`src/core/pm_vector_ref_defines.svh`:
```
/*
  Address map, vector field layout and slot positions of the program-memory
  vector and table-reference block.
  Assumes a 14-bit byte address into a 16 KB program ROM.
*/
`ifndef PM_VECTOR_REF_DEFINES_SVH
`define PM_VECTOR_REF_DEFINES_SVH

// ==========================================================================
// program memory map
`define ROM_ADDR_W 14
`define ROM_LAST 14'h3fff
`define VEC_AREA_BASE 14'h0000
`define VEC_AREA_LAST 14'h000d
`define GP_LOW_BASE 14'h000e
`define GP_LOW_LAST 14'h001f
`define REF_BASE 14'h0020
`define REF_LAST 14'h007f
`define GP_HIGH_BASE 14'h0080
`define REF_ENTRIES 6'h30

// ==========================================================================
// vector entry first byte
`define VEC_MBE_BIT 7
`define VEC_RBE_BIT 6
`define VEC_ZERO_BIT 5
`define VEC_PCHI_MSB 4

// ==========================================================================
// vector slots, two bytes each from address zero
`define SLOT_RESET 3'h0
`define SLOT_SECOND 3'h1
`define SLOT_EXT_ZERO 3'h2
`define SLOT_EXT_ONE 3'h3
`define SLOT_FIFTH 3'h4
`define SLOT_TIMER_ZERO 3'h5
`define SLOT_TIMER_ONE 3'h6

// ==========================================================================
// reset values
`define MBE_RESET 1'h0
`define RBE_RESET 1'h0

`endif

```
`src/core/pm_vector_ref_pkg.sv`:
```
/*
  Types of the program-memory vector and table-reference block.
  Assumes the defines header is included by the design file.
*/
package pm_vector_ref_pkg;

  // ========================================================================
  // enumerations
  typedef enum logic [2:0] {
    IDLE,
    READ_FIRST,
    READ_SECOND,
    FINISH
  } fetch_state_type;

  typedef enum logic [1:0] {
    AREA_VECTOR,
    AREA_GP_LOW,
    AREA_REF_TABLE,
    AREA_GP_HIGH
  } rom_area_type;

  typedef enum logic [1:0] {
    REF_PLAIN,
    REF_TABLE_JUMP,
    REF_TABLE_CALL
  } ref_kind_type;

  // ========================================================================
  // carriers
  typedef struct packed {
    logic rd;
    logic [13:0] addr;
  } rom_req_type;

  typedef struct packed {
    logic [13:0] pcValue;
    logic pcLoad;
    rom_area_type pcArea;
  } pc_out_type;

  typedef struct packed {
    logic refDone;
    ref_kind_type refKind;
    logic [15:0] refInstr;
  } ref_out_type;

  typedef struct packed {
    fetch_state_type state;
    logic isVec;
    logic [7:0] firstByte;
    rom_req_type rom;
    pc_out_type pc;
    ref_out_type refRes;
    logic memBankEnable;
    logic regBankEnable;
    logic flagsLoad;
    logic busy;
  } state_type;

endpackage : pm_vector_ref_pkg

```
`src/core/program_memory_vector_ref.sv`:
```
/*
  Program-memory side of a 4-bit core: vector fetch for reset and the
  interrupt sources, and the two-byte table-reference fetch.
  Assumes a synchronous ROM: data for an address presented with rd high
  appears on romData in the following cycle.
*/
`timescale 1ns/10ps
`include "pm_vector_ref_defines.svh"

// Notes on behaviour
// - counter reaches all 16384 bytes directly
// - bottom 14 bytes hold reset/interrupt vectors
// - vector fetch loads both bank enable flags
// - byte one: flags, zero, PC12..8; byte two
// - slots two bytes apart, reset first
// - fetch by slot position, content unchecked
// - 0020H..007FH is the look-up table
// - entry runs as two-byte, two one-byte, jump/call
// - table jump/call forms reach any location
// - other areas are general-purpose memory
module program_memory_vector_ref
  import pm_vector_ref_pkg::*;
#(
  parameter logic [1:0] TABLE_JUMP_PREFIX = 2'h2,
  parameter logic [1:0] TABLE_CALL_PREFIX = 2'h3
) (
  // clock and reset
  input wire logic mclk,
  input wire logic rst,
  // vector request from interrupt logic
  input wire logic vecReq,
  input wire logic [2:0] vecSlot,
  // table-reference request from the decoder
  input wire logic refReq,
  input wire logic [5:0] refIndex,
  // program ROM
  output rom_req_type romReq,
  input wire logic [7:0] romData,
  // results
  output pc_out_type pcOut,
  output ref_out_type refOut,
  output logic memBankEnable,
  output logic regBankEnable,
  output logic flagsLoad,
  output logic busy
);

  // ========================================================================
  // helpers
  function automatic rom_area_type areaOf(input logic [13:0] a);
    if (a <= `VEC_AREA_LAST) begin
      areaOf = AREA_VECTOR;
    end else if (a <= `GP_LOW_LAST) begin
      areaOf = AREA_GP_LOW;
    end else if (a <= `REF_LAST) begin
      areaOf = AREA_REF_TABLE;
    end else begin
      areaOf = AREA_GP_HIGH;
    end
  endfunction : areaOf

  localparam state_type RESET_STATE = '{
    state: READ_FIRST,
    isVec: 1'b1,
    firstByte: 8'h00,
    rom: '{rd: 1'b1, addr: `VEC_AREA_BASE},
    pc: '{pcValue: 14'h0000, pcLoad: 1'b0, pcArea: AREA_VECTOR},
    refRes: '{refDone: 1'b0, refKind: REF_PLAIN, refInstr: 16'h0000},
    memBankEnable: `MBE_RESET,
    regBankEnable: `RBE_RESET,
    flagsLoad: 1'b0,
    busy: 1'b1
  };

  state_type q_ff;
  state_type nxt_q;

  // ========================================================================
  // fetch sequencer
  always_comb begin
    nxt_q = q_ff;
    nxt_q.pc.pcLoad = 1'b0;
    nxt_q.refRes.refDone = 1'b0;
    nxt_q.flagsLoad = 1'b0;
    case (q_ff.state)
      IDLE: begin
        // vectors win over a table reference in the same cycle
        if (vecReq && vecSlot <= `SLOT_TIMER_ONE) begin
          nxt_q.rom.addr = {10'h000, vecSlot, 1'b0};
          nxt_q.rom.rd = 1'b1;
          nxt_q.isVec = 1'b1;
          nxt_q.state = READ_FIRST;
        end else if (refReq && refIndex < `REF_ENTRIES) begin
          nxt_q.rom.addr = `REF_BASE + {7'h00, refIndex, 1'b0};
          nxt_q.rom.rd = 1'b1;
          nxt_q.isVec = 1'b0;
          nxt_q.state = READ_FIRST;
        end
      end
      READ_FIRST: begin
        nxt_q.rom.addr = q_ff.rom.addr + 14'h0001;
        nxt_q.state = READ_SECOND;
      end
      READ_SECOND: begin
        nxt_q.rom.rd = 1'b0;
        nxt_q.firstByte = romData;
        nxt_q.state = FINISH;
      end
      FINISH: begin
        nxt_q.state = IDLE;
        if (q_ff.isVec) begin
          // bit 5 of the first byte is ignored, not checked
          nxt_q.pc.pcValue = {1'b0, q_ff.firstByte[`VEC_PCHI_MSB:0], romData};
          nxt_q.pc.pcLoad = 1'b1;
          nxt_q.memBankEnable = q_ff.firstByte[`VEC_MBE_BIT];
          nxt_q.regBankEnable = q_ff.firstByte[`VEC_RBE_BIT];
          nxt_q.flagsLoad = 1'b1;
        end else begin
          nxt_q.refRes.refInstr = {q_ff.firstByte, romData};
          nxt_q.refRes.refDone = 1'b1;
          nxt_q.refRes.refKind = REF_PLAIN;
          if (q_ff.firstByte[7:6] == TABLE_JUMP_PREFIX) begin
            nxt_q.refRes.refKind = REF_TABLE_JUMP;
          end else if (q_ff.firstByte[7:6] == TABLE_CALL_PREFIX) begin
            nxt_q.refRes.refKind = REF_TABLE_CALL;
          end
          if (nxt_q.refRes.refKind != REF_PLAIN) begin
            // full 14-bit target: any program location
            nxt_q.pc.pcValue = {q_ff.firstByte[5:0], romData};
            nxt_q.pc.pcLoad = 1'b1;
          end
        end
      end
      default: begin
        nxt_q.state = IDLE;
        nxt_q.rom.rd = 1'b0;
      end
    endcase
    nxt_q.pc.pcArea = areaOf(nxt_q.pc.pcValue);
    nxt_q.busy = (nxt_q.state != IDLE);
  end

  // reset restarts at the reset slot with no idle cycle
  always_ff @(posedge mclk) begin
    if (rst) begin
      q_ff <= RESET_STATE;
    end else begin
      q_ff <= nxt_q;
    end
  end

  assign romReq = q_ff.rom;
  assign pcOut = q_ff.pc;
  assign refOut = q_ff.refRes;
  assign memBankEnable = q_ff.memBankEnable;
  assign regBankEnable = q_ff.regBankEnable;
  assign flagsLoad = q_ff.flagsLoad;
  assign busy = q_ff.busy;

  // ========================================================================
  // checks
  property p_vec_slot_addr;
    @(posedge mclk) disable iff (rst)
    (!busy && vecReq && vecSlot <= 3'h6) |=> romReq.rd && romReq.addr == {10'h000, $past(vecSlot), 1'b0};
  endproperty
  a_vec_slot_addr: assert property (p_vec_slot_addr) else $error("vector slot address wrong");

  property p_vec_second_byte;
    @(posedge mclk) disable iff (rst)
    (q_ff.state == READ_FIRST) |=> romReq.rd && romReq.addr == $past(romReq.addr) + 14'h0001;
  endproperty
  a_vec_second_byte: assert property (p_vec_second_byte) else $error("second byte not next address");

  property p_vec_flags;
    @(posedge mclk) disable iff (rst)
    flagsLoad |-> memBankEnable == $past(romData[7], 2) && regBankEnable == $past(romData[6], 2)
      && pcOut.pcLoad;
  endproperty
  a_vec_flags: assert property (p_vec_flags) else $error("bank flags not from vector");

  property p_vec_pc;
    @(posedge mclk) disable iff (rst)
    flagsLoad |-> pcOut.pcValue == {1'b0, $past(romData[4:0], 2), $past(romData, 1)};
  endproperty
  a_vec_pc: assert property (p_vec_pc) else $error("vector address decode wrong");

  property p_vec_area;
    @(posedge mclk) disable iff (rst)
    (romReq.rd && q_ff.isVec) |-> romReq.addr <= 14'h000d;
  endproperty
  a_vec_area: assert property (p_vec_area) else $error("vector read outside vector area");

  property p_ref_addr;
    @(posedge mclk) disable iff (rst)
    (!busy && !vecReq && refReq && refIndex < 6'h30)
      |=> romReq.addr == 14'h0020 + {7'h00, $past(refIndex), 1'b0} ##1 romReq.rd ##1 !romReq.rd;
  endproperty
  a_ref_addr: assert property (p_ref_addr) else $error("table entry address wrong");

  property p_ref_area;
    @(posedge mclk) disable iff (rst)
    (romReq.rd && !q_ff.isVec) |-> romReq.addr >= 14'h0020 && romReq.addr <= 14'h007f;
  endproperty
  a_ref_area: assert property (p_ref_area) else $error("table read outside look-up area");

  property p_ref_jump;
    @(posedge mclk) disable iff (rst)
    (refOut.refDone && refOut.refKind != REF_PLAIN)
      |-> pcOut.pcLoad && pcOut.pcValue == {$past(romData[5:0], 2), $past(romData, 1)};
  endproperty
  a_ref_jump: assert property (p_ref_jump) else $error("table jump target wrong");

  property p_ref_instr;
    @(posedge mclk) disable iff (rst)
    refOut.refDone |-> refOut.refInstr == {$past(romData, 2), $past(romData, 1)} && !busy;
  endproperty
  a_ref_instr: assert property (p_ref_instr) else $error("table entry bytes wrong");

  property p_pc_area;
    @(posedge mclk) disable iff (rst)
    // area bounds written out, not taken from the decoder's own function
    pcOut.pcLoad |-> pcOut.pcArea == ((pcOut.pcValue <= 14'h000d) ? AREA_VECTOR :
      (pcOut.pcValue <= 14'h001f) ? AREA_GP_LOW : (pcOut.pcValue <= 14'h007f) ? AREA_REF_TABLE : AREA_GP_HIGH);
  endproperty
  a_pc_area: assert property (p_pc_area) else $error("program area classification wrong");

  property p_reset_vector;
    @(posedge mclk)
    $fell(rst) |-> romReq.rd && romReq.addr == 14'h0000 ##1 romReq.addr == 14'h0001 ##2 flagsLoad;
  endproperty
  a_reset_vector: assert property (p_reset_vector) else $error("reset vector not fetched");

endmodule : program_memory_vector_ref

```
`config.mk`:
```
export PLATFORM = sky130hd
export DESIGN_NAME = program_memory_vector_ref
export DESIGN_NICKNAME = d
export VERILOG_FILES = /design/src/core/pm_vector_ref_pkg.sv /design/src/core/program_memory_vector_ref.sv
export VERILOG_INCLUDE_DIRS = /design/src /design/src/core
export SDC_FILE = /design/constraint.sdc
export NUM_CORES = 1
export LEC_CHECK = 0
export ABC_AREA = 1
export BUFFER_PORTS_ARGS = -buffer_cell sky130_fd_sc_hd__buf_4
export CAP_MARGIN = 0
export CORE_MARGIN = 5
export CORE_UTILIZATION = 41
export CTS_CLUSTER_DIAMETER = 50
export DETAILED_ROUTE_END_ITERATION = 6
export GPL_ROUTABILITY_DRIVEN = 0
export PLACE_DENSITY = 0.6
export SLEW_MARGIN = 40
export SYNTH_ARGS = -nofsm -noshare
export SYNTH_HDL_FRONTEND = slang
export SYNTH_SLANG_ARGS = --single-unit
```
`constraint.sdc`:
```
create_clock -name mclk -period 4.4 [get_ports mclk]
set_clock_uncertainty 0.05 [all_clocks]
set_input_delay 0.88 -clock mclk [delete_from_list [all_inputs] [get_ports mclk]]
set_output_delay 0.88 -clock mclk [all_outputs]
set_load 0.05 [all_outputs]
```
After elaboration in Yosys (flattened, before gate mapping) --
Index checks and enable logic that the tools add are counted.
Storage, ports and cells: register bits 67
Cells by class: add/subtract/negate cells 2, magnitude comparators 5, equality and inequality tests 6, mux-type cells 18, bitwise gates (word level) 3, reductions and logical operators 16
Operator list (number):
- 15-bit 2-to-1 mux | 5
- 14-bit case mux with 2 select lines | 1
- 19-bit 2-to-1 mux | 1
- 14-bit by 1-bit adder with 14-bit output (second input constant) | 1
- 14-bit by 4-bit less-or-equal comparator with 1-bit output (second input constant) | 1
- 14-bit by 5-bit less-or-equal comparator with 1-bit output (second input constant) | 1
- 14-bit by 7-bit less-or-equal comparator with 1-bit output (second input constant) | 1
- 2-bit AND reduction | 5
- 3-bit case mux with 3 select lines | 1
- 6-bit by 7-bit adder with 8-bit output (first input constant) | 1
- 2-bit 2-to-1 mux | 4
- 4-bit 2-to-1 mux | 2
- 3-bit by 2-bit equality test with 1-bit output (second input constant) | 2
- 6-bit < comparator (second input constant) | 1
- 2-bit nonzero test | 3
- 2-bit OR reduction | 3
- 2-bit equality test (second input constant) | 2
- 3-bit by 1-bit equality test with 1-bit output (second input constant) | 1
- 3-bit less-or-equal comparator (second input constant) | 1
- 3-bit logical NOT | 1
- 1-bit 2-to-1 mux | 3
- 3-bit != test (second input constant) | 1
- 1-bit inverter | 3
- 3-bit nonzero test | 1
- other kinds (3) | 4

Longest topological paths before layout --
Gate-level depths: netlist (run 1).
depth after elaboration 12, mapped depth 12

Worst setup path after synthesis (run 1) --
Ideal clock, no wire load.
path kind input to register, start point in refIndex[4], end point reg q_ff (netlist bit romReq[6]), arrival 1.887 ns, data required time 4.240 ns, setup slack 2.354 ns, stages 10, path through ha_1 inv_1 nand2_1 a21oi_2 inv_1 nand2_1 buf_4 o211ai_1 nand2_1 inv_1
On the way: word-level cells in the longest chain between the ends 4, elaborated cells on any way between the ends 8, those cells by class 1 x add/sub; 1 x order compare; 1 x eq/ne; 3 x mux; 2 x reduce/logical
RTL lines:
- start, declared | RTL line program_memory_vector_ref.sv:35 | input wire logic [5:0] refIndex,
- 6-bit by 7-bit adder with 8-bit output (no source line) / 6-bit < comparator (equally long branches)
- 15-bit 2-to-1 mux / 1-bit logical AND (equally long branches)
- 15-bit 2-to-1 mux / 3-bit != test (equally long branches)
- 14-bit case mux with 2 select lines / 2-bit AND reduction (equally long branches)
- end signal, assigned | RTL line program_memory_vector_ref.sv:148 | q_ff <= nxt_q;
- end, declared | RTL line program_memory_vector_ref.sv:75 | state_type q_ff;
Parallel ways exist; a longest one is shown, timed or not. The select of a mux whose other input is x is not followed. A chain may end at the register's enable or synchronous reset.

Worst setup path in the final report (run 1) --
start point in refIndex[4], end point reg q_ff (netlist bit romReq[12])
On the way: word-level cells in the longest chain between the ends 4
RTL lines:
- 6-bit < comparator (no source line)
- 1-bit logical AND (no source line)
- 3-bit != test (no source line)
- 2-bit AND reduction (no source line)
Every way passes these cells.

==> out/results.tsv, run 1 <==
stage	metric	value	unit
route	Via density	4.788	
clock_network	Post-CTS Hold Buffers	0	
yosys	Synth Register Bits	67	
global_routing	number of global-route vias before repair	2637	
global_routing	initial antenna violation count	0	
route	routed wire length per instance	12.81	µm
setup_path	reg2reg end	romReq[12]$_SDFFE_PP0P_	
sta	Final Hold Vio Count	0	
min_path	min-delay src	romReq[14]$_SDFFE_PP1P_	
yosys	Synth Net Count	480	
power	PD cells	376.7	nW/µm²
sta	fin. max-slew vios	0	
yosys	number of synthesized flops with an enable pin	0	
power	leakage power total	1.757	nW
setup_path	required time of the critical path	4.58	ns
setup_path	crit end category	register	
global_routing	largest net degree at the start of global routing	38	
power	Max VDD drop	154.9	µV
yosys	Main synth FF type	dfxtp_1	
final_layout	synth-to-layout area growth	14.81	%
yosys	largest cells by area after synthesis	dfxtp_1 (41%), buf_4 (12%), nand2_1 (8.9%)	
global_routing	Tot GR Track Use	15.62	%
sta	Fmax	0.4642	GHz
floorplanning	Die Area	9952	µm²
route	First-pass DRT Iterations	5	
yosys	Ys Warns	0	
floorplanning	initial core utilization	42.31	%
final_layout	post-layout util	48.57	%
sta	RSZ-0062 raised after global routing	false	
yosys	Seq/Total Area, Yosys	40.61	%
setup_path	r2r startpoint	q_ff[66]$_SDFF_PP0_	
clock_network	Post-CTS Setup Inserts	0	
yosys	Synth Instances	457	
final_layout	layout cells sized above 1	24.38	%
final_layout	Filler Cell Count	805	
setup_path	Setup CP Type	input port to register	
floorplanning	Die Ht	99.76	µm
clock_network	clock tree buffer depth	2	
min_path	HP Class	register to register	
yosys	Async S/R FF share, synth	0	%
min_path	hold depth	2	
place	hpwl dp	5450	µm
yosys	post-synth cell types	33	
floorplanning	Die W	99.76	µm
global_routing	grt total ovfl	0	
clock_network	# clock sinks	67	
clock_network	Worst-Skew Late Latency	0.35	ns
yosys	top cell type's share of synthesized area	40.61	%
min_path	hold worst-path end	romReq[14]$_SDFFE_PP1P_	
sta	final setup vio count	0	
setup_path	largest fanout on the critical path	12	
sta	crit share post-route	48.96	%
route	DRC violations left	0	
global_routing	first-pass GRT wire length	12360	µm
final_layout	antenna cell count	0	
final_layout	Final Net Count	502	
job	Max-cap violations	0	
clock_network	Clock transition at path regs	0.08	ns
setup_path	critical path arrival	2.33	ns
outcome	status	complete, no violations	
setup_path	Reg2Reg Depth	8	
place	I/O Buffers	75	
yosys	cell taking the most area after synthesis	dfxtp_1	
sta	Fin Hold WS	0.4194	ns
clock_network	CTS tree	yes	
floorplanning	total core area	7807	µm²
floorplanning	# rows	32	
clock_network	H-tree levels	3	
route	1st-iter DRT viols	123	
clock_network	CTS Buf Count	9	
sta	Final Critical Period	2.154	ns
setup_path	R2R setup slack	2.40	ns
route	Final ANT Viol Nets	0	
clock_network	post_cts resized	0	
sta	Setup TNS	0	ns
clock_network	clock root cell	clkbuf_8	
route	total number of vias	2806	
setup_path	CP Launch Type	input port	
floorplanning	Top-Level Pins	76	
yosys	Synth Cell Area	3303	µm²
route	routed wire length	7505	µm
yosys	mean post-synth cell area	7.228	µm²
## metrics by stage
stage                     setup slack [ns]  cells  cell area [µm²]  total power [mW]
final                                2.246    586             3792             1.429
after global routing                 2.033    586             3792             1.487
after CTS                            2.248    586             3792             1.442
after detailed placement             1.870    570             3545            0.8098
after global placement               1.801    570             3543            0.8086
after floorplan                      2.354    457             3303            0.7728
## cell usage after synthesis (4+ instances only)
cell type and count:
a21oi_1 34, buf_4 54, dfxtp_1 67, nand4_1 4, inv_1 34, nor2_1 65
nand3_1 28, o21ai_0 39, clkbuf_1 6, nand2_2 12, nand2_1 78
## worst max-delay path, stage by stage
cell     delay (ns)
buf_4          0.12
ha_1           0.18
inv_1          0.05
nand2_1        0.08
a21oi_2        0.24
inv_1          0.18
nand2_1        0.30
inv_1          0.16
nand2_1        0.08
a21oi_1        0.06
## metal layers
metal  track usage, %  up-vias  wire length, µm
met5                0        -                0
met4            7.458        0              158
met3            3.927       12              438
met2            22.42       84             3134
met1            21.76     1257             3773
li1                 -     1453                -
## how the worst max path moves through the flow
stage | from | slack (ns) | end | depth (start not counted)
after floorplan | refIndex[4] | 2.35 | romReq[6]$_SDFFE_PP0P_ | 10
after global placement | rst | 1.80 | pcOut[0]$_SDFF_PP0_ | 4
after detailed placement | refIndex[4] | 1.87 | romReq[12]$_SDFFE_PP0P_ | 10
after CTS | refIndex[4] | 2.25 | romReq[12]$_SDFFE_PP0P_ | 10
after global routing | refIndex[4] | 2.03 | romReq[12]$_SDFFE_PP0P_ | 10
final | refIndex[4] | 2.25 | romReq[12]$_SDFFE_PP0P_ | 10
## cells by family (layout without fill, tap and decap cells)
kind of cell / Yosys count / count (layout) / share of synthesized area, %
AO/OA/AOI/OAI: 82 / 82 / 13.03
adder cells (fa/ha/maj): 2 / 2 / 0.7575
buffers and inverters: 104 / 131 / 18.30
flip-flops: 67 / 67 / 40.61
other: 1 / 1 / 0.1135
AND/OR/NAND/NOR: 201 / 201 / 27.20
## cell usage in the layout (no fill, tap or decap), types with 2 or more instances in the layout
cell type and count:
nand2_1 78, buf_4 76, dfxtp_1 67, nor2_1 65, o21ai_0 39, inv_1 34
a21oi_1 34, nand3_1 28, nand2_2 12, clkbuf_8 9, nand4_1 4, inv_2 3
nor2_4 3, bufinv_16 3, or2_2 2, nor2_2 2, nor3_1 2, nand3b_1 2
o211ai_1 2, a31oi_1 2, ha_1 2, clkinv_4 2
## registers in the layout (all words and copies together) (netlist names)
signal	flops
busy	1
memBankEnable	1
flagsLoad	1
regBankEnable	1
romReq	15
refOut	19
pcOut	17
q_ff	12
## final cells by class
cell class	count	area [µm²]	area share, %
Multi-Input combinational cell	286	1358	35.80
Sequential cell	67	1341	35.37
Timing Repair Buffer	76	570.5	15.04
Inverter	39	147.6	3.893
Tap cell	102	127.6	3.365
Clock buffer	9	123.9	3.266
Clock inverter	7	123.9	3.266
## report_power, final
part	switching, mW	leakage [nW]	internal, mW
Combinational	0.109	1.09	0.0491
Clock	0.254	0.120	0.380
Sequential	0.0145	0.543	0.622
Total	0.377	1.76	1.05
Note: power is estimated with default switching activity, not from simulation.
==> run 2, diff against run 1 <==
- PLACE_DENSITY: 0.6 -> 0.63
- clock period: 4.4 -> 1.9 ns (I/O delays scaled with it)
==> run 2 against run 1 <==
Against the previous run: register-to-register slack got worse by 2.2 ns; non-clock buffer count up 10; utilization grew 0.13 points; largest cell class unchanged.
==> out/results.tsv, run 2 (synthesis results as in run 1) <==
stage	metric	value	unit	change
outcome	status	complete, no violations		
setup_path	cell family with most CP delay	buffers and inverters		
setup_path	worst stage delay on the critical path	0.45	ns	+0.15 ns
place	I/O Buffers	75		unchanged
clock_network	CTS Buf Count	9		unchanged
final_layout	layout cells sized above 1	26.32	%	+1.9 points
setup_path	r2r startpoint	q_ff[66]$_SDFF_PP0_		
power	PD cells	770.0	nW/µm²	+100%
global_routing	largest net degree at the start of global routing	31		-18%
floorplanning	Die Ht	99.76	µm	unchanged
min_path	HP Class	input port to register		
setup_path	required time of the critical path	2.13	ns	-2.45 ns
clock_network	Worst-Skew Late Latency	0.34	ns	about the same
final_layout	multi-input logic area	1363	µm²	+0.37%
floorplanning	Die W	99.76	µm	unchanged
final_layout	synth-to-layout area growth	15.11	%	
setup_path	CP max-delay cell	dfxtp_1		
final_layout	Final Net Count	512		+2.0%
floorplanning	total core area	7807	µm²	unchanged
global_routing	initial antenna violation count	0		unchanged
final_layout	antenna cell count	0		unchanged
global_routing	grt total ovfl	0		unchanged
power	Max VDD drop	320.2	µV	+110%
power	leakage power total	1.776	nW	+1.1%
clock_network	Post-CTS Hold Buffers	0		unchanged
final_layout	max reg flops	19		unchanged
setup_path	crit path cell chain	inv_1, nand2_1, nor2_2, inv_1, nand2_1, inv_1, nand2_1, a21oi_1		
sta	Setup TNS	0	ns	unchanged
floorplanning	initial core utilization	42.31	%	unchanged
setup_path	largest fanout on the critical path	12		unchanged
min_path	min-delay src	romData[0]		
route	DRC violations left	0		unchanged
route	routed wire length per instance	12.77	µm	-0.28%
floorplanning	Die Area	9952	µm²	unchanged
job	Max-cap violations	0		unchanged
global_routing	number of global-route vias before repair	2588		-1.9%
setup_path	CP Buf/Inv Count	3		-1
route	Final ANT Viol Nets	0		unchanged
floorplanning	Top-Level Pins	76		unchanged
clock_network	H-tree levels	3		unchanged
final_layout	most common cell after layout, fill and taps aside	buf_4		
final_layout	sequential cell area	1343	µm²	about the same
clock_network	clock tree buffer depth	2		unchanged
final_layout	Filler Cell Count	798		-0.87%
setup_path	R2R setup slack	0.19	ns	-2.21 ns
sta	Fmax	0.5860	GHz	
sta	Final Hold Vio Count	0		unchanged
sta	RSZ-0062 raised after global routing	false		
clock_network	clock root cell	clkbuf_8		
sta	fin. max-slew vios	0		unchanged
min_path	hold depth	3		+1
final_layout	leading cell types in the layout, fill and taps excluded	buf_4 (86), nand2_1 (78), dfxtp_1 (66)		
clock_network	CTS tree	yes		
route	total number of vias	2797		-0.32%
floorplanning	# rows	32		unchanged
setup_path	Setup CP Type	register to register		
clock_network	# clock sinks	67		unchanged
sta	final setup vio count	0		unchanged
setup_path	CP Launch Type	register		
setup_path	reg2reg end	romReq[12]$_SDFFE_PP0P_		
place	hpwl dp	5633	µm	+3.4%
route	1st-iter DRT viols	110		-11%
clock_network	Clock transition at path regs	0.08	ns	about the same
sta	crit share post-route	89.82	%	
sta	Final Critical Period	1.707	ns	
min_path	hold worst-path end	refOut[0]$_SDFFE_PP0P_		
setup_path	Reg2Reg Depth	8		unchanged
setup_path	crit end category	register		
setup_path	critical path arrival	1.93	ns	-0.40 ns
route	routed wire length	7612	µm	+1.4%
route	Via density	4.693		-2.0%
final_layout	post-layout util	48.70	%	+0.13 points
global_routing	first-pass GRT wire length	12330	µm	-0.27%
route	First-pass DRT Iterations	5		unchanged
global_routing	Tot GR Track Use	15.30	%	-0.32 points
## run 2: changes by cell type in the layout (fill, tap and decap cells not counted), moves of 2 or more
cell	delta
buf_4	+10
bufinv_16	-3
clkinv_2	+2
nor2_1	-2
nor2_2	+2
## run 2: how the worst max path moves through the flow
stage	startpoint	end	slack (ns)	depth (start not counted)
after floorplan	refIndex[4]	romReq[6]$_SDFFE_PP0P_	0.35	10
after global placement	refIndex[4]	romReq[12]$_SDFFE_PP0P_	0.16	10
after detailed placement	refIndex[4]	romReq[12]$_SDFFE_PP0P_	0.11	10
after CTS	q_ff[65]$_SDFF_PP0_	pcOut[0]$_SDFF_PP0_	0.19	12
after global routing	romReq[1]$_SDFFE_PP0P_	romReq[12]$_SDFFE_PP0P_	0.01	10
final	q_ff[66]$_SDFF_PP0_	romReq[12]$_SDFFE_PP0P_	0.19	8
## run 2: cell type report
cell class,count,area share [%]
well taps,102,3.356
clock inverters,6,1.053
multi-input cells,286,35.83
inverters,39,3.850
repair buffers,86,16.98
clock buffers,10,3.620
flip-flops and latches,67,35.31
## run 2: through the flow
step                std cells  power, mW  worst slack [ns]  instance area, µm²  hold WS (ns)
floorplan                 457      1.790            0.3536                3303        0.3801
global placement          580      1.888            0.1597                3618        0.4000
detailed placement        580      1.894            0.1137                3618        0.4090
CTS                       596      2.961            0.1876                3796        0.2519
global route              596      3.053          0.009888                3802        0.2606
finish                    596      2.928            0.1934                3802        0.2503
## run 2: timing repair
| action | CTS | global route |
|---|---|---|
| setup buffers | 0 | 0 |
| setup endpoints to repair | 0 | 3 |
| gates resized for setup | 0 | 3 |
## run 2: tightest hold or removal path, delay by kind of cell
| family | cells | cell delay [ns] |
|---|---|---|
| buf+inv | 1 | 0.10 |
| simple gates | 2 | 0.12 |
## run 2: power by group
group	switching [mW]	internal (mW)	leakage, nW
Clock	0.557	0.509	0.0924
Sequential	0.0335	1.44	0.544
Combinational	0.258	0.129	1.14
## run 2: layer usage
| layer | vias up | wire (µm) | track usage (%) | share of wire (%) |
|---|---|---|---|---|
| li1 | 1477 | - | - | - |
| met1 | 1255 | 3759 | 21.26 | 49 |
| met2 | 61 | 3308 | 22.01 | 43 |
| met3 | 4 | 456 | 4.067 | 6.0 |
| met4 | 0 | 88 | 6.933 | 1.2 |
| met5 | - | 0 | 0 | 0 |
==> run 3, diff against run 2 <==
- ABC_AREA: 1 -> not set
==> run 3 against run 2 <==
Against the previous run: count of clock-buffer cells in the layout is 1 higher; first-iteration DRC count is 99% higher; critical path depth is 3 lower; cell count is 10% lower; via count is 4.4% lower; routed wire length is 1.3% higher; maximum frequency is 9.2% lower; clock power is 29% higher.
==> out/results.tsv, run 3 <==
stage	metric	value	unit	change
clock_network	clock root cell	clkbuf_8		
setup_path	crit end category	register		
global_routing	largest net degree at the start of global routing	50		+61%
setup_path	worst stage delay on the critical path	0.41	ns	-0.04 ns
yosys	Synth Instances	392		-14%
sta	Slew Limit Headroom	65.75	%	
clock_network	CTS tree	yes		
route	First-pass DRT Iterations	4		-1
clock_network	clock tree buffer depth	2		unchanged
outcome	status	complete, no violations		
route	routed wire length per instance	14.44	µm	+13%
power	leakage power total	1.506	nW	-15%
floorplanning	Top-Level Pins	76		unchanged
route	routed wire length	7712	µm	+1.3%
sta	Final Hold Vio Count	0		unchanged
yosys	cell taking the most area after synthesis	dfxtp_1		
floorplanning	initial core utilization	41.57	%	-0.73 points
setup_path	Reg2Reg Depth	5		-3
clock_network	Post-CTS Hold Buffers	0		unchanged
route	Via density	5.007		+6.7%
power	total power	3.209	mW	+9.6%
clock_network	# clock sinks	67		unchanged
sta	Tightest Pin Transition	0.5138	ns	
place	I/O Buffers	75		unchanged
route	DRC violations left	0		unchanged
sta	Final Critical Period	1.880	ns	+0.1737 ns
setup_path	critical path arrival	2.10	ns	+0.17 ns
yosys	Synth Cell Area	3179	µm²	-3.8%
job	Max-cap violations	0		unchanged
setup_path	required time of the critical path	2.12	ns	about the same
global_routing	Tot GR Track Use	15.84	%	+0.54 points
yosys	most frequent cell after synthesis	nand2_1		
yosys	Synth Register Bits	67		unchanged
setup_path	reg2reg end	romReq[13]$_SDFFE_PP0P_		
place	hpwl dp	5471	µm	-2.9%
clock_network	H-tree levels	3		unchanged
global_routing	number of global-route vias before repair	2465		-4.8%
global_routing	grt total ovfl	0		unchanged
final_layout	leading cell types in the layout, fill and taps excluded	buf_4 (97), nand2_1 (68), dfxtp_1 (64)		
floorplanning	total core area	7647	µm²	-2.1%
floorplanning	# rows	32		unchanged
min_path	HP Class	input port to register		
min_path	hold depth	3		unchanged
setup_path	R2R setup slack	0.02	ns	-0.17 ns
yosys	Async S/R FF share, synth	0	%	unchanged
sta	Fmax	0.5318	GHz	-9.2%
route	1st-iter DRT viols	219		+99%
yosys	Ys Warns	0		unchanged
final_layout	Final Net Count	450		-12%
final_layout	antenna cell count	0		unchanged
yosys	number of synthesized flops with an enable pin	0		unchanged
sta	RSZ-0062 raised after global routing	true		
sta	Fin Hold WS	0.2567	ns	+0.006344 ns
route	total number of vias	2674		-4.4%
final_layout	max reg flops	19		unchanged
clock_network	CTS Buf Count	9		unchanged
setup_path	CP Launch Type	register		
sta	Setup TNS	0	ns	unchanged
sta	fin. max-slew vios	0		unchanged
power	PD cells	842.9	nW/µm²	+9.5%
global_routing	first-pass GRT wire length	12370	µm	+0.33%
final_layout	most common cell after layout, fill and taps aside	buf_4		
final_layout	layout cells sized above 1	29.40	%	+3.1 points
floorplanning	Die Area	9616	µm²	-3.4%
floorplanning	Die Ht	98.06	µm	-1.7%
sta	final setup vio count	0		unchanged
setup_path	Setup CP Type	register to register		
setup_path	crit path cell chain	or3b_4, nor4_4, nand3_2, or3_1, a21oi_1		
floorplanning	Die W	98.06	µm	-1.7%
yosys	Seq/Total Area, Yosys	42.19	%	+1.6 points
setup_path	CP max-delay cell	or3b_4		
setup_path	CP Buf/Inv Count	0		-3
setup_path	largest fanout on the critical path	6		-6
yosys	post-synth cell types	47		+42%
power	Max VDD drop	347.4	µV	+8.5%
route	Final ANT Viol Nets	0		unchanged
final_layout	synth-to-layout area growth	19.76	%	
yosys	top cell type's share of synthesized area	42.19	%	+1.6 points
global_routing	initial antenna violation count	0		unchanged
yosys	mean post-synth cell area	8.110	µm²	+12%
sta	crit share post-route	98.96	%	+9.1 points
setup_path	r2r startpoint	q_ff[65]$_SDFF_PP0_		
min_path	min-delay src	romData[0]		
yosys	Synth Net Count	415		-14%
clock_network	Clock transition at path regs	0.08	ns	about the same
setup_path	cell family with most CP delay	simple AND/OR/NAND/NOR gates		
clock_network	Worst-Skew Late Latency	0.34	ns	about the same
yosys	Main synth FF type	dfxtp_1		
yosys	synth cell count leaders	nand2_1 (68), dfxtp_1 (67), buf_4 (51), a21oi_1 (48), nor2_1 (30)		
yosys	largest cells by area after synthesis	dfxtp_1 (42%), buf_4 (12%), nand2_1 (8.0%)		
min_path	hold worst-path end	q_ff[55]$_SDFFE_PP0N_		
## run 3: changes by cell type after synthesis, moves of 6 or more
cell      previous run  this run
a21oi_1             34        48
clkbuf_1             6        17
inv_1               34         5
mux2i_1              0        12
nand2_1             78        68
nand2_2             12         0
nand3_1             28        11
nor2_1              65        30
nor3_1               2         8
o21ai_0             39        15
## run 3: kinds of logic (layout without fill, tap and decap cells)
family	after synthesis	in the layout	synth area share, %
flops	67	67	42.19
other cells	1	1	0.1180
fa+ha+maj	2	2	0.7870
simple gates	144	144	20.98
mux	13	13	4.132
xor+xnor	2	2	0.5511
compound gates	85	85	15.47
buf+inv	78	118	15.78
## run 3: power by group
part | internal, mW | leakage [nW] | switching [mW]
clock | 0.815 | 0.112 | 0.565
sequential | 1.43 | 0.544 | 0.0302
combinational | 0.137 | 0.850 | 0.228
## run 3: timing repair
item | CTS | global route
hold endpoints to repair | 0 | 0
buffers inserted | 0 | 3
endpoints found under the setup margin | 0 | 5
gates resized for setup | 0 | 7
## run 3: how the worst max path moves through the flow
stage,from,end,cells past startpoint,slack [ns]
after global placement,refIndex[4],romReq[2]$_SDFFE_PP0P_,7,0.10
after CTS,romReq[0]$_SDFFE_PP0P_,romReq[8]$_SDFFE_PP0P_,6,0.08
after global routing,q_ff[65]$_SDFF_PP0_,romReq[11]$_SDFFE_PP0P_,5,-0.05
after detailed placement,refIndex[4],romReq[5]$_SDFFE_PP0P_,7,0.05
final,q_ff[65]$_SDFF_PP0_,romReq[13]$_SDFFE_PP0P_,5,0.02
after floorplan,q_ff[65]$_SDFF_PP0_,romReq[13]$_SDFFE_PP0P_,7,0.14
## run 3: layout make-up
cell class | count | area [µm²]
Sequential cell | 67 | 1348
Fill cell | 727 | 3840
Inverter | 5 | 18.77
Clock buffer | 11 | 151.4
Clock inverter | 5 | 83.83
Tap cell | 102 | 127.6
Multi-Input combinational cell | 247 | 1350
Timing Repair Buffer | 97 | 728.2
## run 3: worst min-delay path, stage by stage
cell,delay [ns]
buf_4,0.10
mux2i_1,0.06
nor2_1,0.07
## run 3: stage by stage
step / utilization (%) / cell area, µm² / instances / setup WS (ns)
2_1_floorplan: - / 3179 / 392 / 0.1368
3_3_place_gp: 46.22 / 3535 / 515 / 0.1036
3_5_place_dp: 46.22 / 3535 / 515 / 0.05230
4_1_cts: 49.30 / 3770 / 531 / 0.08027
5_1_grt: 49.79 / 3807 / 534 / -0.04770
6_report: 49.79 / 3807 / 534 / 0.01971
## run 3: metal layers
metal / track usage (%) / routed length (µm)
met1: 21.90 / 3568
met2: 23.82 / 3557
met3: 4.643 / 510
met4: 4.899 / 77
met5: 0 / 0
